==> src/verilog/bdpm_pkg.sv <==
`default_nettype none
package bdpm_pkg;

  // Lane geometry of the shared data bus.
  localparam int unsigned BDPM_LANES = 16;
  localparam int unsigned BDPM_BYTE = 8;

  // Mode select codes on the mode input.
  localparam logic [2:0] BDPM_SEL_SYNC_SPLIT = 3'h0;
  localparam logic [2:0] BDPM_SEL_ASYNC_SPLIT = 3'h1;
  localparam logic [2:0] BDPM_SEL_MIXED = 3'h2;
  localparam logic [2:0] BDPM_SEL_SYNC_BI8 = 3'h3;
  localparam logic [2:0] BDPM_SEL_HSK8 = 3'h4;
  localparam logic [2:0] BDPM_SEL_ASYNC_FULL = 3'h5;
  localparam logic [2:0] BDPM_SEL_SYNC_BI16 = 3'h6;
  localparam logic [2:0] BDPM_SEL_HSK16 = 3'h7;

  // Values after reset.
  localparam logic [15:0] BDPM_WORD_RST = 16'h0000;
  localparam logic [15:0] BDPM_OE_RST = 16'h0000;
  localparam logic BDPM_FLAG_RST = 1'b0;
  localparam logic BDPM_STROBE_IDLE = 1'b1;

  // Lane groups that a mode may drive.
  localparam logic [15:0] BDPM_LOW_LANES = 16'h00ff;
  localparam logic [15:0] BDPM_HIGH_LANES = 16'hff00;
  localparam logic [15:0] BDPM_ALL_LANES = 16'hffff;

  typedef enum logic [7:0] {
    BDPM_M_SYNC_SPLIT = 8'h01,
    BDPM_M_ASYNC_SPLIT = 8'h02,
    BDPM_M_MIXED = 8'h04,
    BDPM_M_SYNC_BI8 = 8'h08,
    BDPM_M_HSK8 = 8'h10,
    BDPM_M_ASYNC_FULL = 8'h20,
    BDPM_M_SYNC_BI16 = 8'h40,
    BDPM_M_HSK16 = 8'h80
  } bdpm_mode_type;

  function automatic bdpm_mode_type bdpm_decode_mode(input logic [2:0] sel);
    bdpm_mode_type m;
    m = BDPM_M_SYNC_SPLIT;
    case (sel)
      BDPM_SEL_SYNC_SPLIT: m = BDPM_M_SYNC_SPLIT;
      BDPM_SEL_ASYNC_SPLIT: m = BDPM_M_ASYNC_SPLIT;
      BDPM_SEL_MIXED: m = BDPM_M_MIXED;
      BDPM_SEL_SYNC_BI8: m = BDPM_M_SYNC_BI8;
      BDPM_SEL_HSK8: m = BDPM_M_HSK8;
      BDPM_SEL_ASYNC_FULL: m = BDPM_M_ASYNC_FULL;
      BDPM_SEL_SYNC_BI16: m = BDPM_M_SYNC_BI16;
      BDPM_SEL_HSK16: m = BDPM_M_HSK16;
      default: m = BDPM_M_SYNC_SPLIT;
    endcase
    return m;
  endfunction : bdpm_decode_mode

  // Converts a pin level to an asserted flag under a polarity bit (1 = active high).
  function automatic logic bdpm_asserted(input logic pin, input logic pol);
    return ~(pin ^ pol);
  endfunction : bdpm_asserted

endpackage : bdpm_pkg
`default_nettype wire

==> src/verilog/bdpm_pin_if.sv <==
`timescale 1ns/1ps
`default_nettype none
interface bdpm_pin_if;
  logic pclk_rise;
  logic ien_act;
  logic ien_rise;
  logic oen_act;
  logic oen_rise;
  logic wr_fall;
  logic rd_fall;
  logic [15:0] lanes;

  modport front (
    output pclk_rise, ien_act, ien_rise, oen_act, oen_rise, wr_fall, rd_fall, lanes
  );
  modport core (
    input pclk_rise, ien_act, ien_rise, oen_act, oen_rise, wr_fall, rd_fall, lanes
  );
endinterface : bdpm_pin_if
`default_nettype wire

==> src/verilog/bdpm_pin_front.sv <==
`timescale 1ns/1ps
`default_nettype none
module bdpm_pin_front
  import bdpm_pkg::*;
(
  // Clock and reset.
  input wire logic core_clk,
  input wire logic rstn,
  // Port pins and polarity selects.
  input wire logic port_input_clock,
  input wire logic input_strobe_enable,
  input wire logic output_strobe_enable,
  input wire logic handshake_write_strobe,
  input wire logic handshake_read_strobe,
  input wire logic [15:0] port_data_lanes_in,
  input wire logic out_enable_polarity_bit,
  input wire logic in_enable_polarity_bit,
  // Decoded pin events.
  bdpm_pin_if.front pins
);

  logic pclk_q, pclk_prev_q;
  logic ien_q, ien_prev_q;
  logic oen_q, oen_prev_q;
  logic wr_q, wr_prev_q;
  logic rd_q, rd_prev_q;
  logic [15:0] lanes_q;

  // Samples and one-cycle history; data is sampled with the strobes so they stay aligned.
  always_ff @(posedge core_clk or negedge rstn)
  begin
    if (!rstn)
    begin
      {pclk_q, pclk_prev_q} <= 2'h0;
      {ien_q, ien_prev_q, oen_q, oen_prev_q} <= 4'h0;
      {wr_q, wr_prev_q, rd_q, rd_prev_q} <= {4{BDPM_STROBE_IDLE}};
      lanes_q <= BDPM_WORD_RST;
    end
    else
    begin
      {pclk_prev_q, pclk_q} <= {pclk_q, port_input_clock};
      {ien_prev_q, ien_q} <= {ien_q, bdpm_asserted(input_strobe_enable, in_enable_polarity_bit)};
      {oen_prev_q, oen_q} <= {oen_q, bdpm_asserted(output_strobe_enable, out_enable_polarity_bit)};
      {wr_prev_q, wr_q} <= {wr_q, handshake_write_strobe};
      {rd_prev_q, rd_q} <= {rd_q, handshake_read_strobe};
      lanes_q <= port_data_lanes_in;
    end
  end

  assign pins.pclk_rise = pclk_q & ~pclk_prev_q;
  assign pins.ien_act = ien_q;
  assign pins.ien_rise = ien_q & ~ien_prev_q;
  assign pins.oen_act = oen_q;
  assign pins.oen_rise = oen_q & ~oen_prev_q;
  // Handshake strobes act on their falling edge.
  assign pins.wr_fall = wr_prev_q & ~wr_q;
  assign pins.rd_fall = rd_prev_q & ~rd_q;
  assign pins.lanes = lanes_q;

endmodule : bdpm_pin_front
`default_nettype wire

==> src/verilog/bdpm_port.sv <==
`timescale 1ns/1ps
`default_nettype none
// Operation
// - Sync split: write on port clock edge when input enable on and not busy.
// - Sync split: advance output on port clock edge with output enable and available.
// - Async split: input words captured on the input enable strobe.
// - Async split: output word advances on each output enable strobe while a word is available.
// - Async split: output lanes released while output enable is off.
// - Mixed: input via enable strobe when not busy; output with enable and available.
// - 8-bit sync bidir, enable on: low lanes input, written when enabled and not busy.
// - 8-bit sync bidir, enable off: drive low lanes, advance with enable and available.
// - Sync bidir modes may take direction from the configuration direction bit.
// - Handshake modes take direction only from the configuration direction bit.
// - 8-bit handshake write: low lanes captured on write strobe.
// - 8-bit handshake read: drive low lanes, advance on read strobe.
// - 8-bit handshake: upper lanes always released.
// - Fully async: write on input enable strobe, advance on output enable strobe.
// - 16-bit sync bidir, enable on: all lanes input, written when enabled, not busy.
// - 16-bit sync bidir, enable off: drive all lanes, advance with enable, available.
// - 16-bit handshake write: all lanes captured on write strobe.
// - 16-bit handshake read: drive all lanes, advance on read strobe.
// - Busy, available and enable polarities each follow a polarity bit.
module bdpm_port
  import bdpm_pkg::*;
(
  // Clock and reset.
  input wire logic core_clk,
  input wire logic rstn,
  // Configuration levels.
  input wire logic [2:0] port_mode_sel,
  input wire logic transfer_direction_bit,
  input wire logic dir_from_config,
  input wire logic busy_polarity_bit,
  input wire logic avail_polarity_bit,
  input wire logic out_enable_polarity_bit,
  input wire logic in_enable_polarity_bit,
  // Port pins.
  input wire logic port_input_clock,
  input wire logic input_strobe_enable,
  input wire logic output_strobe_enable,
  input wire logic handshake_write_strobe,
  input wire logic handshake_read_strobe,
  input wire logic [15:0] port_data_lanes_in,
  output logic [15:0] port_data_lanes_out,
  output logic [15:0] port_data_lanes_oe,
  output logic input_busy_flag,
  output logic output_available_flag,
  // Internal FIFO, fill side.
  output logic fifo_wr_valid,
  output logic [15:0] fifo_wr_data,
  output logic fifo_wr_wide,
  input wire logic fifo_wr_ready,
  // Internal FIFO, drain side.
  input wire logic fifo_rd_valid,
  input wire logic [15:0] fifo_rd_data,
  output logic fifo_rd_take
);

  bdpm_pin_if pins ();

  bdpm_pin_front u_front (
    .core_clk(core_clk),
    .rstn(rstn),
    .port_input_clock(port_input_clock),
    .input_strobe_enable(input_strobe_enable),
    .output_strobe_enable(output_strobe_enable),
    .handshake_write_strobe(handshake_write_strobe),
    .handshake_read_strobe(handshake_read_strobe),
    .port_data_lanes_in(port_data_lanes_in),
    .out_enable_polarity_bit(out_enable_polarity_bit),
    .in_enable_polarity_bit(in_enable_polarity_bit),
    .pins(pins)
  );

  bdpm_mode_type mode;
  logic busy_q, avail_q;
  logic wr_valid_q, wr_wide_q, rd_take_q;
  logic [15:0] wr_data_q, lanes_out_q, lanes_oe_q;
  logic busy_pin_q, avail_pin_q;

  assign mode = bdpm_decode_mode(port_mode_sel);

  wire m_a = (mode == BDPM_M_SYNC_SPLIT);
  wire m_b = (mode == BDPM_M_ASYNC_SPLIT);
  wire m_c = (mode == BDPM_M_MIXED);
  wire m_d = (mode == BDPM_M_SYNC_BI8);
  wire m_e = (mode == BDPM_M_HSK8);
  wire m_f = (mode == BDPM_M_ASYNC_FULL);
  wire m_g = (mode == BDPM_M_SYNC_BI16);
  wire m_h = (mode == BDPM_M_HSK16);
  wire sync_bi = m_d | m_g;
  wire hsk = m_e | m_h;
  wire wide = m_g | m_h;

  // Direction of the sync bidir modes: enable pin, or the configuration bit when selected.
  wire sync_dir_in = dir_from_config ? transfer_direction_bit : pins.oen_act;
  // Handshake direction never looks at a pin.
  wire handshake_direction = transfer_direction_bit;

  wire sync_ok = pins.pclk_rise & pins.ien_act & ~busy_q;
  wire wr_a = m_a & sync_ok;
  wire wr_async = (m_b | m_f) & pins.ien_rise;
  wire wr_c = m_c & pins.ien_rise & ~busy_q;
  wire wr_sync_bi = sync_bi & sync_dir_in & sync_ok;
  // A 16-bit handshake write is taken as one word; the far party keeps it aligned.
  wire wr_hsk = hsk & handshake_direction & pins.wr_fall;
  wire wr_fire = wr_a | wr_async | wr_c | wr_sync_bi | wr_hsk;

  // The drain is only popped while a word is shown as available.
  wire rd_split = (m_a | m_c) & pins.pclk_rise & pins.oen_act & avail_q;
  wire rd_async = (m_b | m_f) & pins.oen_rise & avail_q;
  wire rd_sync_bi = sync_bi & ~sync_dir_in & pins.pclk_rise & pins.ien_act & avail_q;
  wire rd_hsk = hsk & ~handshake_direction & pins.rd_fall & avail_q;
  wire rd_fire = rd_split | rd_async | rd_sync_bi | rd_hsk;

  wire [15:0] wr_word = wide ? pins.lanes : {8'h00, pins.lanes[7:0]};
  wire split_out = m_a | m_b | m_c | m_f;
  wire [15:0] out_word = wide ? fifo_rd_data :
    (split_out ? {fifo_rd_data[7:0], 8'h00} : {8'h00, fifo_rd_data[7:0]});

  wire split_drive = m_a | m_c | m_f | (m_b & pins.oen_act);
  wire bi_drive = (sync_bi & ~sync_dir_in) | (hsk & ~handshake_direction);
  // Narrow bidir and handshake modes never touch the upper lanes.
  wire [15:0] bi_mask = wide ? BDPM_ALL_LANES : BDPM_LOW_LANES;
  wire [15:0] oe_word = split_drive ? BDPM_HIGH_LANES : (bi_drive ? bi_mask : BDPM_OE_RST);

  wire busy_d = ~fifo_wr_ready;
  wire busy_pin_d = busy_polarity_bit ? busy_d : ~busy_d;
  wire avail_pin_d = avail_polarity_bit ? fifo_rd_valid : ~fifo_rd_valid;

  always_ff @(posedge core_clk or negedge rstn)
  begin
    if (!rstn)
    begin
      busy_q <= BDPM_FLAG_RST;
      avail_q <= BDPM_FLAG_RST;
      busy_pin_q <= BDPM_FLAG_RST;
      avail_pin_q <= BDPM_FLAG_RST;
    end
    else
    begin
      busy_q <= busy_d;
      avail_q <= fifo_rd_valid;
      busy_pin_q <= busy_pin_d;
      avail_pin_q <= avail_pin_d;
    end
  end

  always_ff @(posedge core_clk or negedge rstn)
  begin
    if (!rstn)
    begin
      wr_valid_q <= BDPM_FLAG_RST;
      wr_wide_q <= BDPM_FLAG_RST;
      wr_data_q <= BDPM_WORD_RST;
      rd_take_q <= BDPM_FLAG_RST;
    end
    else
    begin
      wr_valid_q <= wr_fire;
      wr_wide_q <= wide;
      wr_data_q <= wr_fire ? wr_word : wr_data_q;
      rd_take_q <= rd_fire;
    end
  end

  always_ff @(posedge core_clk or negedge rstn)
  begin
    if (!rstn)
    begin
      lanes_out_q <= BDPM_WORD_RST;
      lanes_oe_q <= BDPM_OE_RST;
    end
    else
    begin
      lanes_out_q <= out_word;
      lanes_oe_q <= oe_word;
    end
  end

  assign port_data_lanes_out = lanes_out_q;
  assign port_data_lanes_oe = lanes_oe_q;
  assign input_busy_flag = busy_pin_q;
  assign output_available_flag = avail_pin_q;
  assign fifo_wr_valid = wr_valid_q;
  assign fifo_wr_data = wr_data_q;
  assign fifo_wr_wide = wr_wide_q;
  assign fifo_rd_take = rd_take_q;
endmodule : bdpm_port
`default_nettype wire

==> config.mk <==
export PLATFORM = sky130hd
export DESIGN_NAME = bdpm_port
export DESIGN_NICKNAME = d
export VERILOG_FILES = /design/src/verilog/bdpm_pkg.sv /design/src/verilog/bdpm_pin_if.sv /design/src/verilog/bdpm_pin_front.sv /design/src/verilog/bdpm_port.sv
export SDC_FILE = /design/constraint.sdc
export NUM_CORES = 1
export LEC_CHECK = 0
export BUFFER_PORTS_ARGS = -buffer_cell sky130_fd_sc_hd__buf_2
export CORE_ASPECT_RATIO = 0.7
export CORE_MARGIN = 1
export CORE_UTILIZATION = 36
export CTS_BUF_LIST = sky130_fd_sc_hd__clkbuf_16
export CTS_CLUSTER_SIZE = 14
export DETAILED_ROUTE_END_ITERATION = 10
export HOLD_SLACK_MARGIN = 0.02
export PLACE_DENSITY = 0.6
export RECOVER_POWER = 100
export REMOVE_ABC_BUFFERS = 1
export SYNTH_ARGS = -nofsm -noshare
export SYNTH_HDL_FRONTEND = slang
export SYNTH_HIERARCHICAL = 1
export SYNTH_SLANG_ARGS = --single-unit
==> constraint.sdc <==
create_clock -name core_clk -period 2.7 [get_ports core_clk]
set_clock_uncertainty 0.05 [all_clocks]
set_input_delay 0.27 -clock core_clk [delete_from_list [all_inputs] [get_ports core_clk]]
set_output_delay 0.27 -clock core_clk [all_outputs]
set_load 0.02 [all_outputs]
# Word-level counts from Yosys, hierarchy flattened
# Memories as Yosys holds them, arrays and structs flattened.
# Index checks and enable logic that the tools add are counted.
# classes
bitwise	60
mux	9
n_eq_ne	8
# op_table
cell	count
$mux W16	6
$and A1 B1 Y1	28
$or A1 B1 Y1	18
$not A1 Y1	12
$eq A8 B1 Y1 const B	1
$eq A8 B2 Y1 const B	1
$eq A8 B3 Y1 const B	1
$eq A8 B4 Y1 const B	1
$eq A8 B5 Y1 const B	1
$eq A8 B6 Y1 const B	1
$eq A8 B7 Y1 const B	1
$eq A8 B8 Y1 const B	1
$mux W1	3
$xor A1 B1 Y1	2
# word_totals
mem_count	1
wordCells	99
romBits	64
reg_bits	81
# mem_list
memory	words	word_bits	rd	rd_clocked_by_memory_dff	write_ports	line	text
(name not given)	8	8	1	0	0	bdpm_pkg.sv:43	case (sel)

# Depth between registers and ports, before layout
# depth
depth_word	9
depth_mapped	6
ltp_nobuf	5

# By module
# The synthesis kept the hierarchy.
# modules_own_cells
module	instances	seq_area_each_um2	area_each_um2	cells_per_inst
bdpm_port	1	1026.0	1762.9	142
bdpm_pin_front	1	655.6	704.4	33

# Worst setup path before layout
# OpenSTA, ideal clock, no wires.
# synth_timing
kind	register to register
startpoint	register u_front.wr_q
endpoint	register wr_data_q[7] (netlist: fifo_wr_data[7])
setup_time_ns	0.125
slack_ns	0.717
path_stages_with_launch	7
arrival_time_ns	1.808
required_ns	2.525
path_cell_list	dfstp_2 nor2b_1 and3_1 a22o_1 a211oi_4 buf_8 mux2_4
# synth_between
elab_chain_len	4
# synth_rtl
element	line	text
start: declaration	bdpm_pin_front.sv:25	logic wr_q, wr_prev_q;
start signal: assignment	bdpm_pin_front.sv:36	{wr_q, wr_prev_q, rd_q, rd_prev_q} <= {4{BDPM_STROBE_IDLE}};
start signal: assignment	bdpm_pin_front.sv:44	{wr_prev_q, wr_q} <= {wr_q, handshake_write_strobe};
$not A1 Y1	bdpm_pin_front.sv:56	assign pins.wr_fall = wr_prev_q & ~wr_q;
$and A1 B1 Y1	bdpm_pin_front.sv:56	
via pins.wr_fall	bdpm_pin_if.sv:9	logic wr_fall;
$and A1 B1 Y1	bdpm_port.sv:106	wire wr_hsk = hsk & handshake_direction & pins.wr_fall;
$or A1 B1 Y1	bdpm_port.sv:107	wire wr_fire = wr_a | wr_async | wr_c | wr_sync_bi | wr_hsk;
end signal: assignment	bdpm_port.sv:162	wr_data_q <= wr_fire ? wr_word : wr_data_q;
end: declaration	bdpm_port.sv:78	logic [15:0] wr_data_q, lanes_out_q, lanes_oe_q;
# The timed path passes the listed nets, and every way through them passes these cells.
# A chain may end at the register's enable or synchronous reset.

# Worst setup path in the final report
# layout_timing
startpoint	register u_front.wr_q
endpoint	register wr_data_q[12] (netlist: fifo_wr_data[12])
# The elaborated chain is that of the path after synthesis.

==> run summary <==
Crit path required time: 2.89 ns
Yosys reg bits: 67
Initial Util: 0.3840
Worst Path Max Fanout: 12
Peak Freq: 433.6 MHz
DIE HEIGHT: 71.27 um
Clock transition at the registers of the reported paths: 0.05 ns
DR pass1 iterations: 4
Count leader, synth: dfrtp_1
# rows: 24
Most frequent cells after synthesis: dfrtp_1 (63), buf_4 (15), nor2b_1 (13)
Post-DP HPWL: 3.355 mm
GP Congestion: 0.7840
Vias in the first global route: 1550
Detailed Route WL: 4.957 mm
# fillers: 595
Largest net degree at the start of global routing: 41
Max clock buf depth: 2
Final min period: 2.306 ns
# diodes: 0
Distinct cells, synth: 31
Total gr overflow: 0
Post-Syn Area: 0.002467 mm^2
Max Transition Viols Final: 28
Yosys Warn Count: 6
Setup repair bufs after CTS: 0
Fin Hold WS: 0.04697 ns
Failing checks: capacitance limit, slew limit
Maxcap violations: 1
Critical path class: reg -> reg
CTS tree: done
Core area: 0.006426 mm^2
Pre-CTS setup slack: 0.4428 ns
ANT nets after route: 0
Relative slew margins: -0.02719
Clock Latency Late Sink: 0.32 ns
Clock tree sinks: 67
Drt wl/cell: 12.78 um
RSZ-0062 raised after global routing: false
Post-synth top area cell: dfrtp_1
Post-Synthesis Cells: 175
Clk root buf: clkbuf_16
Area growth from synthesis to layout: 38.13%
H-tree depth: 3
GRT Util Overall: 0.1457
Port bufs: 102
Top cell type's share of synthesized area: 0.6389
Final Util: 0.5304
Final setup TNS: 0 ns
Post-synth EDFFs: 0
Post-CTS Resized: 0
Status: complete, but fails checks
Die area: 0.007194 mm^2
First-pass GRT wire length: 7.672 mm
Tcrit/Tclk final: 0.8542
Avg Synthesized Cell Area: 14.10 um^2
Chip Width: 101.0 um
Final hold vios: 0
Async S/R FF share, synth: 1.000
Worst Hold Class: in -> reg
DRC: 0
Top-level port count: 103
PD cells: 832.0 mW/mm^2
Startpoint Class: register
Maximum vdd drop: 0.3872 mV
Predominant post-synthesis flop cell: dfrtp_1
Register area share after synthesis: 0.6815
CTS buffer count: 9
Setup ws final: 0.3937 ns
Pleak: 1.581 nW
Initial antenna violation count: 0
Share of layout cells above drive strength 1: 0.2290
Final Setup Violations: 0
Crit end category: register
CP arrival: 2.49 ns
Via-to-Cell Ratio: 4.232
Worst slew pin tran: 1.541 ns
1st-iter DRT viols: 45
Nets: 342
Vias: 1642
Cells taking the most area after synthesis: dfrtp_1 (64%), buf_4 (4.6%), dfstp_2 (4.3%), mux2i_1 (4.1%), nor2b_1 (3.3%)
Storage element area: 0.001682 mm^2
Multi-input gate area: 588.1 um^2
-- through the flow --
stage / power (W) / cell area (um^2) / instances
2_1_floorplan: 0.001462 / 2323 / 155
3_3_place_gp: 0.001675 / 2990 / 352
3_5_place_dp: 0.001681 / 2990 / 352
4_1_cts: 0.002912 / 3500 / 388
5_1_grt: 0.002968 / 3408 / 388
6_report: 0.002836 / 3408 / 388
-- report_power, final --
| part | internal, W | total (W) | leakage [nW] | switching, W |
|---|---|---|---|---|
| sequential | 0.00112 | 0.00118 | 0.813 | 0.0000604 |
| clock | 0.000796 | 0.00119 | 0.152 | 0.000396 |
| combinational | 0.000168 | 0.000461 | 0.617 | 0.000293 |
-- worst max-delay path, stage by stage (launching register included) --
cell      delay, ns
dfstp_1        0.52
nor2b_1        0.05
and3_1         0.17
a22o_1         0.22
a211oi_4       0.62
clkbuf_1       0.35
mux2i_1        0.24
-- layer usage --
metal | vias up | GRT usage | routed length, um
li1 | 797 | - | -
met1 | 756 | 0.2019 | 2448
met2 | 81 | 0.2024 | 2011
met3 | 8 | 0.05854 | 436
met4 | 0 | 0.06280 | 61
met5 | - | 0 | 0
-- placed cells by master, fill, tap and decap left out, types with 2 or more instances in the layout --
cell type and instances:
buf_2 42, mux2_2 7, nor2_1 2, a22o_1 9, dfstp_1 2, nand2_1 10
xnor2_1 5, bufinv_16 2, clkbuf_1 63, clkbuf_16 9, dlygate4sd3_1 20, nand4_1 2
nor3_1 2, dfstp_2 2, a31oi_1 2, mux2i_1 10, dfrtp_1 63, nor2b_1 13
inv_1 13, clkinv_1 2
-- flip-flops by register name, indices dropped and copies added (netlist names), 2 cells and up --
name / flops
fifo_wr_data: 16
port_data_lanes_out: 16
u_front/pins.lanes: 16
port_data_lanes_oe: 2
-- kinds of logic after synthesis --
group | count (synthesis) | share of synthesized area
buffers and inverters | 33 | 0.07809
and+or+nand+nor | 33 | 0.07202
xor gates and xnor gates | 6 | 0.02130
AOI/OAI and AO/OA | 18 | 0.06846
muxes | 18 | 0.07860
DFF | 67 | 0.6815
-- area by class of cell --
type                       instances  share of cell area
tap                               91             0.03341
sequential                        67              0.4934
clock buffer                       9             0.06608
timing repair buffer             126              0.1957
inverter                          13             0.01432
clock inverter                     7             0.02460
multi-input combinational         75              0.1725
-- what timing repair did --
item | in CTS | in global routing
setup endpoints to repair | 0 | 0
hold buffers | 20 | 0
hold endpoints to repair | 46 | 0
-- path summary, 6_finish.rpt --
path | to | from | slack (ns) | cells past startpoint
worst max-delay path | fifo_wr_data[12] | u_front/wr_q | 0.39 | 6
worst min-delay path | avail_q | fifo_rd_valid | 0.05 | 1
min in group asynchronous | port_data_lanes_out[14] | rstn | 0.82 | 2
worst max register to register | fifo_wr_data[12] | u_front/wr_q | 0.39 | 6
max in group asynchronous | u_front/rd_q | rstn | 0.83 | 3
worst min register to register | u_front/wr_prev_q | u_front/wr_q | 0.32 | 0
(Power assumes the default switching activity.)
